### config.mk
export PLATFORM = sky130hd
export DESIGN_NAME = display_hw_reset_sequencer
export DESIGN_NICKNAME = d
export VERILOG_FILES = /design/src/rst_seq_pkg.sv /design/src/display_hw_reset_sequencer.sv
export SDC_FILE = /design/constraint.sdc
export NUM_CORES = 1
export LEC_CHECK = 0
export BUFFER_PORTS_ARGS = -buffer_cell sky130_fd_sc_hd__buf_2
export CAP_MARGIN = 20
export CORE_MARGIN = 2
export CORE_UTILIZATION = 63
export DETAILED_ROUTE_END_ITERATION = 8
export GPL_ROUTABILITY_DRIVEN = 0
export PLACE_DENSITY_LB_ADDON = 0.2
export REMOVE_ABC_BUFFERS = 1
export SYNTH_ARGS = -nofsm -noshare
export SYNTH_HDL_FRONTEND = slang
export SYNTH_SLANG_ARGS = --single-unit
### constraint.sdc
create_clock -name mclk_i -period 4.43 [get_ports mclk_i]
set_clock_uncertainty 0.05 [all_clocks]
set_input_delay 0 -clock mclk_i [delete_from_list [all_inputs] [get_ports mclk_i]]
set_output_delay 0 -clock mclk_i [all_outputs]
set_load 0.05 [all_outputs]
### src/rst_seq_pkg.sv
// Constants and timing for the display hardware reset sequencer
// Summary of operation
// - Low pulses under 5 us ignored; over 9 us reset, except a pulse that ends during sleep-out blanking
// - Short glitches inside a valid low pulse do not disturb the reset
// - Each rising edge of reset reloads identity and settings from storage
// - Reset cancel ends within 5 ms in sleep-in, 120 ms in sleep-out
// - Reset in sleep-out blanks the display, blanking at most 120 ms
// - Reset in sleep-in keeps display blank; then restore reset defaults
package rst_seq_pkg;
   localparam int unsigned CLK_MHZ        = 200;
   localparam int unsigned REJECT_US      = 5;
   localparam int unsigned ACCEPT_US      = 9;
   localparam int unsigned GLITCH_NS      = 1000;
   localparam int unsigned CANCEL_IN_MS   = 5;
   localparam int unsigned CANCEL_OUT_MS  = 120;
   localparam int unsigned BLANK_MS       = 120;
   // Threshold placed between the reject and accept limits
   localparam int unsigned LOW_THR_CYC    =
      ((REJECT_US + ACCEPT_US) / 2) * CLK_MHZ;
   localparam int unsigned GLITCH_CYC     = GLITCH_NS * CLK_MHZ / 1000;
   localparam int unsigned CANCEL_IN_CYC  = CANCEL_IN_MS * 1000 * CLK_MHZ;
   localparam int unsigned CANCEL_OUT_CYC = CANCEL_OUT_MS * 1000 * CLK_MHZ;
   localparam int unsigned BLANK_CYC      = BLANK_MS * 1000 * CLK_MHZ;
   localparam int unsigned LOAD_CYC       = 64;
   localparam int unsigned CNT_W          = 25;
   typedef enum logic [2:0] {
      ST_RUN, ST_LOW, ST_BLANK, ST_LOAD, ST_DEFAULT
   } seq_state_t;
endpackage : rst_seq_pkg
### src/display_hw_reset_sequencer.sv
// Hardware reset pin filter and reset-cancel sequencer
`timescale 1ns/100ps
module display_hw_reset_sequencer
   import rst_seq_pkg::*;
#(
   parameter int unsigned LOW_THR    = LOW_THR_CYC,
   parameter int unsigned GLITCH     = GLITCH_CYC,
   parameter int unsigned CANCEL_IN  = CANCEL_IN_CYC,
   parameter int unsigned CANCEL_OUT = CANCEL_OUT_CYC,
   parameter int unsigned BLANK      = BLANK_CYC,
   parameter int unsigned LOAD       = LOAD_CYC
) (
   // Clock and reset
   input  wire logic mclk_i,
   input  wire logic rst_n_i,
   // Reset pin from host
   input  wire logic hw_reset_in_n_i,
   // Device state
   input  wire logic sleep_out_i,
   // Sequencer outputs
   output logic      core_reset_o,
   output logic      blank_o,
   output logic      nvm_load_o,
   output logic      cancel_busy_o,
   output logic      ready_o
);
   logic             pin_s1_q;
   logic             pin_s2_q;
   logic             filt_low_q;
   logic [CNT_W-1:0] glitch_q;
   logic [CNT_W-1:0] low_cnt_q;
   logic [CNT_W-1:0] tmr_q;
   logic [CNT_W-1:0] cancel_lim_q;
   logic [CNT_W-1:0] cancel_cnt_q;
   logic             was_out_q;
   seq_state_t       st_q;

   // Two flops before any logic reads the pin
   always_ff @(posedge mclk_i) begin
      if (!rst_n_i) begin
         pin_s1_q <= 1'b1;
         pin_s2_q <= 1'b1;
      end else begin
         pin_s1_q <= hw_reset_in_n_i;
         pin_s2_q <= pin_s1_q;
      end
   end

   // glitch hold filter
   // Short highs inside a low pulse are bridged so the low count survives
   always_ff @(posedge mclk_i) begin
      if (!rst_n_i) begin
         filt_low_q <= 1'b0;
         glitch_q   <= '0;
      end else if (!pin_s2_q) begin
         filt_low_q <= 1'b1;
         glitch_q   <= '0;
      end else if (filt_low_q) begin
         if (glitch_q >= CNT_W'(GLITCH)) begin
            filt_low_q <= 1'b0;
            glitch_q   <= '0;
         end else begin
            glitch_q <= glitch_q + 1'b1;
         end
      end
   end

   always_ff @(posedge mclk_i) begin
      if (!rst_n_i) begin
         low_cnt_q <= '0;
      end else if (!filt_low_q) begin
         low_cnt_q <= '0;
      end else if (low_cnt_q < CNT_W'(LOW_THR)) begin
         low_cnt_q <= low_cnt_q + 1'b1;
      end
   end

   wire accept = filt_low_q && (low_cnt_q >= CNT_W'(LOW_THR));

   // Cancel ends early enough to cover the pin filter delay
   wire [CNT_W-1:0] cancel_end = cancel_lim_q - CNT_W'(GLITCH + 6);
   wire [CNT_W-1:0] load_start = cancel_end - CNT_W'(LOAD + 2);

   always_ff @(posedge mclk_i) begin
      if (!rst_n_i) begin
         cancel_cnt_q <= '0;
      end else if (st_q == ST_RUN || st_q == ST_LOW) begin
         cancel_cnt_q <= '0;
      end else if (cancel_cnt_q < cancel_lim_q) begin
         cancel_cnt_q <= cancel_cnt_q + 1'b1;
      end
   end

   // Sequencer
   always_ff @(posedge mclk_i) begin
      if (!rst_n_i) begin
         st_q         <= ST_RUN;
         tmr_q        <= '0;
         was_out_q    <= 1'b0;
         cancel_lim_q <= '0;
      end else begin
         case (st_q)
            ST_RUN: begin
               tmr_q <= '0;
               if (accept) begin
                  was_out_q <= sleep_out_i;
                  st_q      <= ST_LOW;
               end
            end
            ST_LOW: begin
               if (tmr_q < CNT_W'(BLANK)) tmr_q <= tmr_q + 1'b1;
               if (!filt_low_q) begin
                  cancel_lim_q <= was_out_q ? CNT_W'(CANCEL_OUT)
                                            : CNT_W'(CANCEL_IN);
                  if (was_out_q && tmr_q < CNT_W'(BLANK)) begin
                     st_q <= ST_BLANK;
                  end else begin
                     tmr_q <= '0;
                     st_q  <= ST_LOAD;
                  end
               end
            end
            // Blanking cut short so the reload still fits the bound
            ST_BLANK: begin
               tmr_q <= tmr_q + 1'b1;
               if (tmr_q >= CNT_W'(BLANK) || cancel_cnt_q >= load_start) begin
                  tmr_q <= '0;
                  st_q  <= ST_LOAD;
               end
            end
            ST_LOAD: begin
               tmr_q <= tmr_q + 1'b1;
               // short lows during reload filtered too
               if (accept) begin
                  was_out_q <= sleep_out_i;
                  tmr_q     <= '0;
                  st_q      <= ST_LOW;
               end else if (tmr_q >= CNT_W'(LOAD)) begin
                  st_q <= ST_DEFAULT;
               end
            end
            ST_DEFAULT: begin
               if (accept) begin
                  was_out_q <= sleep_out_i;
                  tmr_q     <= '0;
                  st_q      <= ST_LOW;
               end else if (cancel_cnt_q >= cancel_end) begin
                  st_q <= ST_RUN;
               end
            end
            default: st_q <= ST_RUN;
         endcase
      end
   end

   always_ff @(posedge mclk_i) begin
      if (!rst_n_i) begin
         core_reset_o  <= 1'b0;
         blank_o       <= 1'b0;
         nvm_load_o    <= 1'b0;
         cancel_busy_o <= 1'b0;
         ready_o       <= 1'b1;
      end else begin
         core_reset_o  <= (st_q == ST_LOW) || (st_q == ST_BLANK);
         blank_o       <= (st_q != ST_RUN);
         nvm_load_o    <= (st_q == ST_LOAD);
         cancel_busy_o <= (st_q == ST_BLANK) || (st_q == ST_LOAD)
                          || (st_q == ST_DEFAULT);
         ready_o       <= (st_q == ST_RUN) && !accept;
      end
   end

   short_reject_a: assert property (@(posedge mclk_i) disable iff (!rst_n_i)
      (st_q == ST_RUN && !accept) |=> st_q != ST_LOW)
      else $error("Reset taken before threshold");

   low_count_a: assert property (@(posedge mclk_i) disable iff (!rst_n_i)
      (filt_low_q && low_cnt_q < CNT_W'(LOW_THR))
      |=> low_cnt_q == $past(low_cnt_q) + 1'b1)
      else $error("Low counter did not advance");

   low_clear_a: assert property (@(posedge mclk_i) disable iff (!rst_n_i)
      (!filt_low_q) |=> low_cnt_q == '0)
      else $error("Low counter not cleared");

   glitch_hold_a: assert property (@(posedge mclk_i) disable iff (!rst_n_i)
      (filt_low_q && pin_s2_q && glitch_q < CNT_W'(GLITCH)) |=> filt_low_q)
      else $error("Glitch ended the low period");

   load_after_a: assert property (@(posedge mclk_i) disable iff (!rst_n_i)
      (st_q == ST_LOAD && !filt_low_q) |=> st_q inside {ST_LOAD, ST_DEFAULT})
      else $error("Load step skipped");

   blank_hold_a: assert property (@(posedge mclk_i) disable iff (!rst_n_i)
      (st_q == ST_LOW) |=> blank_o)
      else $error("Display not blanked in reset");

   cancel_lim_a: assert property (@(posedge mclk_i) disable iff (!rst_n_i)
      (st_q == ST_DEFAULT && !was_out_q)
      |-> cancel_lim_q == CNT_W'(CANCEL_IN))
      else $error("Wrong cancel limit for sleep-in");

   blank_bound_a: assert property (@(posedge mclk_i) disable iff (!rst_n_i)
      (st_q == ST_BLANK) |-> tmr_q <= CNT_W'(BLANK))
      else $error("Blanking exceeded limit");

   ready_out_a: assert property (@(posedge mclk_i) disable iff (!rst_n_i)
      (st_q == ST_LOAD) |=> !ready_o)
      else $error("Ready during reload");

   cancel_bound_a: assert property (@(posedge mclk_i) disable iff (!rst_n_i)
      (st_q inside {ST_BLANK, ST_LOAD, ST_DEFAULT})
      |-> cancel_cnt_q <= cancel_end)
      else $error("Reset cancel ran past its limit");
endmodule : display_hw_reset_sequencer

==> metrics.yaml <==
outcome:
  status: "completed"
clocking:
  cts_buffers: 17
  path_clk_slew_ps: 60
  clock_path_buffers: 2
  cts_setup_buffers: 0
  clk_latency_ps: 530
  cts_root_buf: "clkbuf_8"
  cts_tree: "done"
  numClockSinks: 115
  htree_levels: 4
critical_path:
  slowest_stage: "ha_1"
  cpPeakStageDelay_ps: 470
  cp_max_fo: 13
  worst_setup_path_start_kind: "flop"
  path_cells: "inv_1 > ha_1 > nand2_1 > xnor2_1 > ha_1 > nand4_1 > nor3_1 > a21oi_1 > o2111ai_1 > o21ai_2 > nand2_1 > o311ai_1"
  crit_type: "reg -> reg"
  critPathRequiredTime_ps: 4820
  critPathCaptureType: "flop"
  critPathArrivalTime_ps: 4110
yosys:
  synth-seq-cells: 115
  yosysTopAreaCell: "dfxtp_1"
  ys.flop_type: "dfxtp_1"
  async_flop_share_pct: 0
  synth_top_area_share_pct: 38.0
  ys_types: 67
  syn_avg_cell_area_um2: 8.57
  ys_warn_count: 0
  syn_inst: 708
  synth_enable_flop_cells: 0
  synth_area_mm2: 0.00607
  ys_seq_area_share_pct: 38.0
  synthTopCellsByArea: "dfxtp_1 38%, ha_1 9.1%, nor2_1 4.0%"
power:
  p_int_w: 0.00194
  ir_worst_vdd_uv: 310
  p_sw_w: 0.000544
  combPwrFrac_pct: 1.1
  p_clk_share_pct: 56.9
  switching_share_pct: 21.9
  power.density_mw_per_mm2: 363
  seqPwrFrac_pct: 41.9
  p_leak_nw: 2.68
timing:
  period_share_pct: 84.0
  setup_tns_ps: 0
  tightest_slew_ps: 795
  relSlewSlack_pct: 46.4
  max_freq_mhz: 269
  setup_violations: 0
  fin_ws_ps: 711
  layout_min_cycle_time_ps: 3720
  rsz0062_at_grt: "false"
  finalHoldViolations: 0
  slew_violations: 0
routing:
  antenna_left: 0
  dr_total_vias: 5510
  wl_per_cell_um: 17.3
  via_per_inst: 6.43
  firstDrtPassIters: 5
  remaining_drc_errors: 0
  routed_wl_mm: 14.8
  drt_iter0_drc: 390
cells_and_area:
  final_cell_mix: "115 x dfxtp_1, 64 x nor2_1, 44 x ha_1"
  nNetsFinal: 763
  diodes: 0
  final_common_cell: "dfxtp_1"
  finalInstanceArea_mm2: 0.00684
  fill_cells: 705
  synthToLayoutAreaGrowth_pct: 12.8
  fin_util_pct: 73.7
  final_layout_size_suffix_gt1_share_pct: 8.38
die:
  die_w_um: 102
  ios: 9
  rows: 35
  start_util_pct: 65.3
  coreArea_mm2: 0.00928
  die_area_mm2: 0.0104
  fp.dieH_um: 102
placement:
  portBuffers: 8
  pre_cts_slack_ps: 888
  dp_hpwl_mm: 9.87
  place_area_mm2: 0.00619
run:
  maxCapViolCount: 0
global_route:
  grt_pass1_vias: 5395
  grt_overflow_total: 0
  grt_max_degree: 45
  grt_pass1_wl_mm: 25.2
  antenna_found_initial: 0
  track_usage_pct: 30.5
min_path:
  hp-class: "in -> reg"
[cell type report]
| class | count | area [um2] | area share (%) |
|---|---|---|---|
| clock buffer | 19 | 442 | 6.45 |
| sequential | 115 | 2300 | 33.6 |
| timing repair buffer | 16 | 110 | 1.61 |
| inverter | 31 | 116 | 1.70 |
| clock inverter | 13 | 171 | 2.51 |
| tap | 129 | 161 | 2.36 |
| multi-input combinational | 534 | 3540 | 51.7 |
[registers in the layout, indices dropped and copies added, names as in the netlist]
name and cells:
blank_o 1, cancel_busy_o 1, cancel_cnt_q 25, cancel_lim_q 3
core_reset_o 1, filt_low_q 1, glitch_q 25, low_cnt_q 25
nvm_load_o 1, pin_s1_q 1, pin_s2_q 1, ready_o 1
st_q 3, tmr_q 25, was_out_q 1
[synthesized netlist by cell type, drive strengths merged, types with 10 or more instances]
| cell type | number |
|---|---|
| inv | 31 |
| nand2 | 43 |
| nand3 | 30 |
| clkbuf | 24 |
| nor4 | 15 |
| a21oi | 32 |
| dfxtp | 115 |
| o21ai | 39 |
| ha | 44 |
| nand4 | 26 |
| and3 | 23 |
| and2 | 29 |
| xnor2 | 19 |
| a21o | 10 |
| xor2 | 13 |
| nor2b | 10 |
| a31oi | 14 |
| nor2 | 64 |
| nor3 | 15 |
[worst paths after layout]
kind	start	to	slack, ps	cells past startpoint
worst max-delay path	cancel_lim_q[22]$_SDFFE_PN0P_	tmr_q[5]$_SDFFE_PN0P_	710	12
worst min-delay path	sleep_out_i	was_out_q$_SDFFE_PN0P_	210	4
worst max register to register	cancel_lim_q[22]$_SDFFE_PN0P_	tmr_q[5]$_SDFFE_PN0P_	710	12
worst min register to register	pin_s1_q$_SDFF_PN1_	pin_s2_q$_SDFF_PN1_	380	1
[timing repair]
item | CTS | global route
hold buffers | 4 | 0
hold endpoints to repair | 19 | 0
gates resized for setup | 0 | 0
[layer usage]
metal	routed length [um]	track usage [%]	share of wire, %	up-vias
li1	-	-	-	2605
met1	6060	35.8	41	2593
met2	7260	50.9	49	247
met3	914	8.14	6.2	65
met4	602	16.5	4.1	0
met5	0	0	0	-
[critical path: cells and delay by family (launching register included)]
| kind | cells | cell delay [ps] |
|---|---|---|
| buf+inv | 1 | 380 |
| xor+xnor | 1 | 220 |
| fa+ha+maj | 2 | 760 |
| flops | 1 | 350 |
| simple gates | 4 | 670 |
| compound gates | 4 | 1180 |
[metrics by stage]
stage	total power, W	hold slack, ps	cells
floorplan	0.00107	15.9	680
global placement	0.00109	141	821
detailed placement	0.00109	138	821
CTS	0.00249	208	857
global route	0.00255	252	857
finish	0.00248	215	857
[cell families after synthesis]
kind of cell | after synthesis | share of synthesized area (%)
and+or+nand+nor | 293 | 25.7
AOI/OAI and AO/OA | 160 | 18.1
DFF | 115 | 38.0
buffers and inverters | 59 | 3.69
adders and majority gates | 44 | 9.08
xor gates and xnor gates | 32 | 4.62
muxes | 5 | 0.846
[power groups by stage]
stage | logic [W] | registers [W] | clock network, W
finish | 0.0000282 | 0.00104 | 0.00141
detailed placement | 0.0000250 | 0.00106 | 0
floorplan | 0.0000116 | 0.00106 | 0
global route | 0.0000311 | 0.00104 | 0.00148
global placement | 0.0000240 | 0.00106 | 0
CTS | 0.0000279 | 0.00104 | 0.00142
Note: power is estimated with default switching activity, not from simulation.
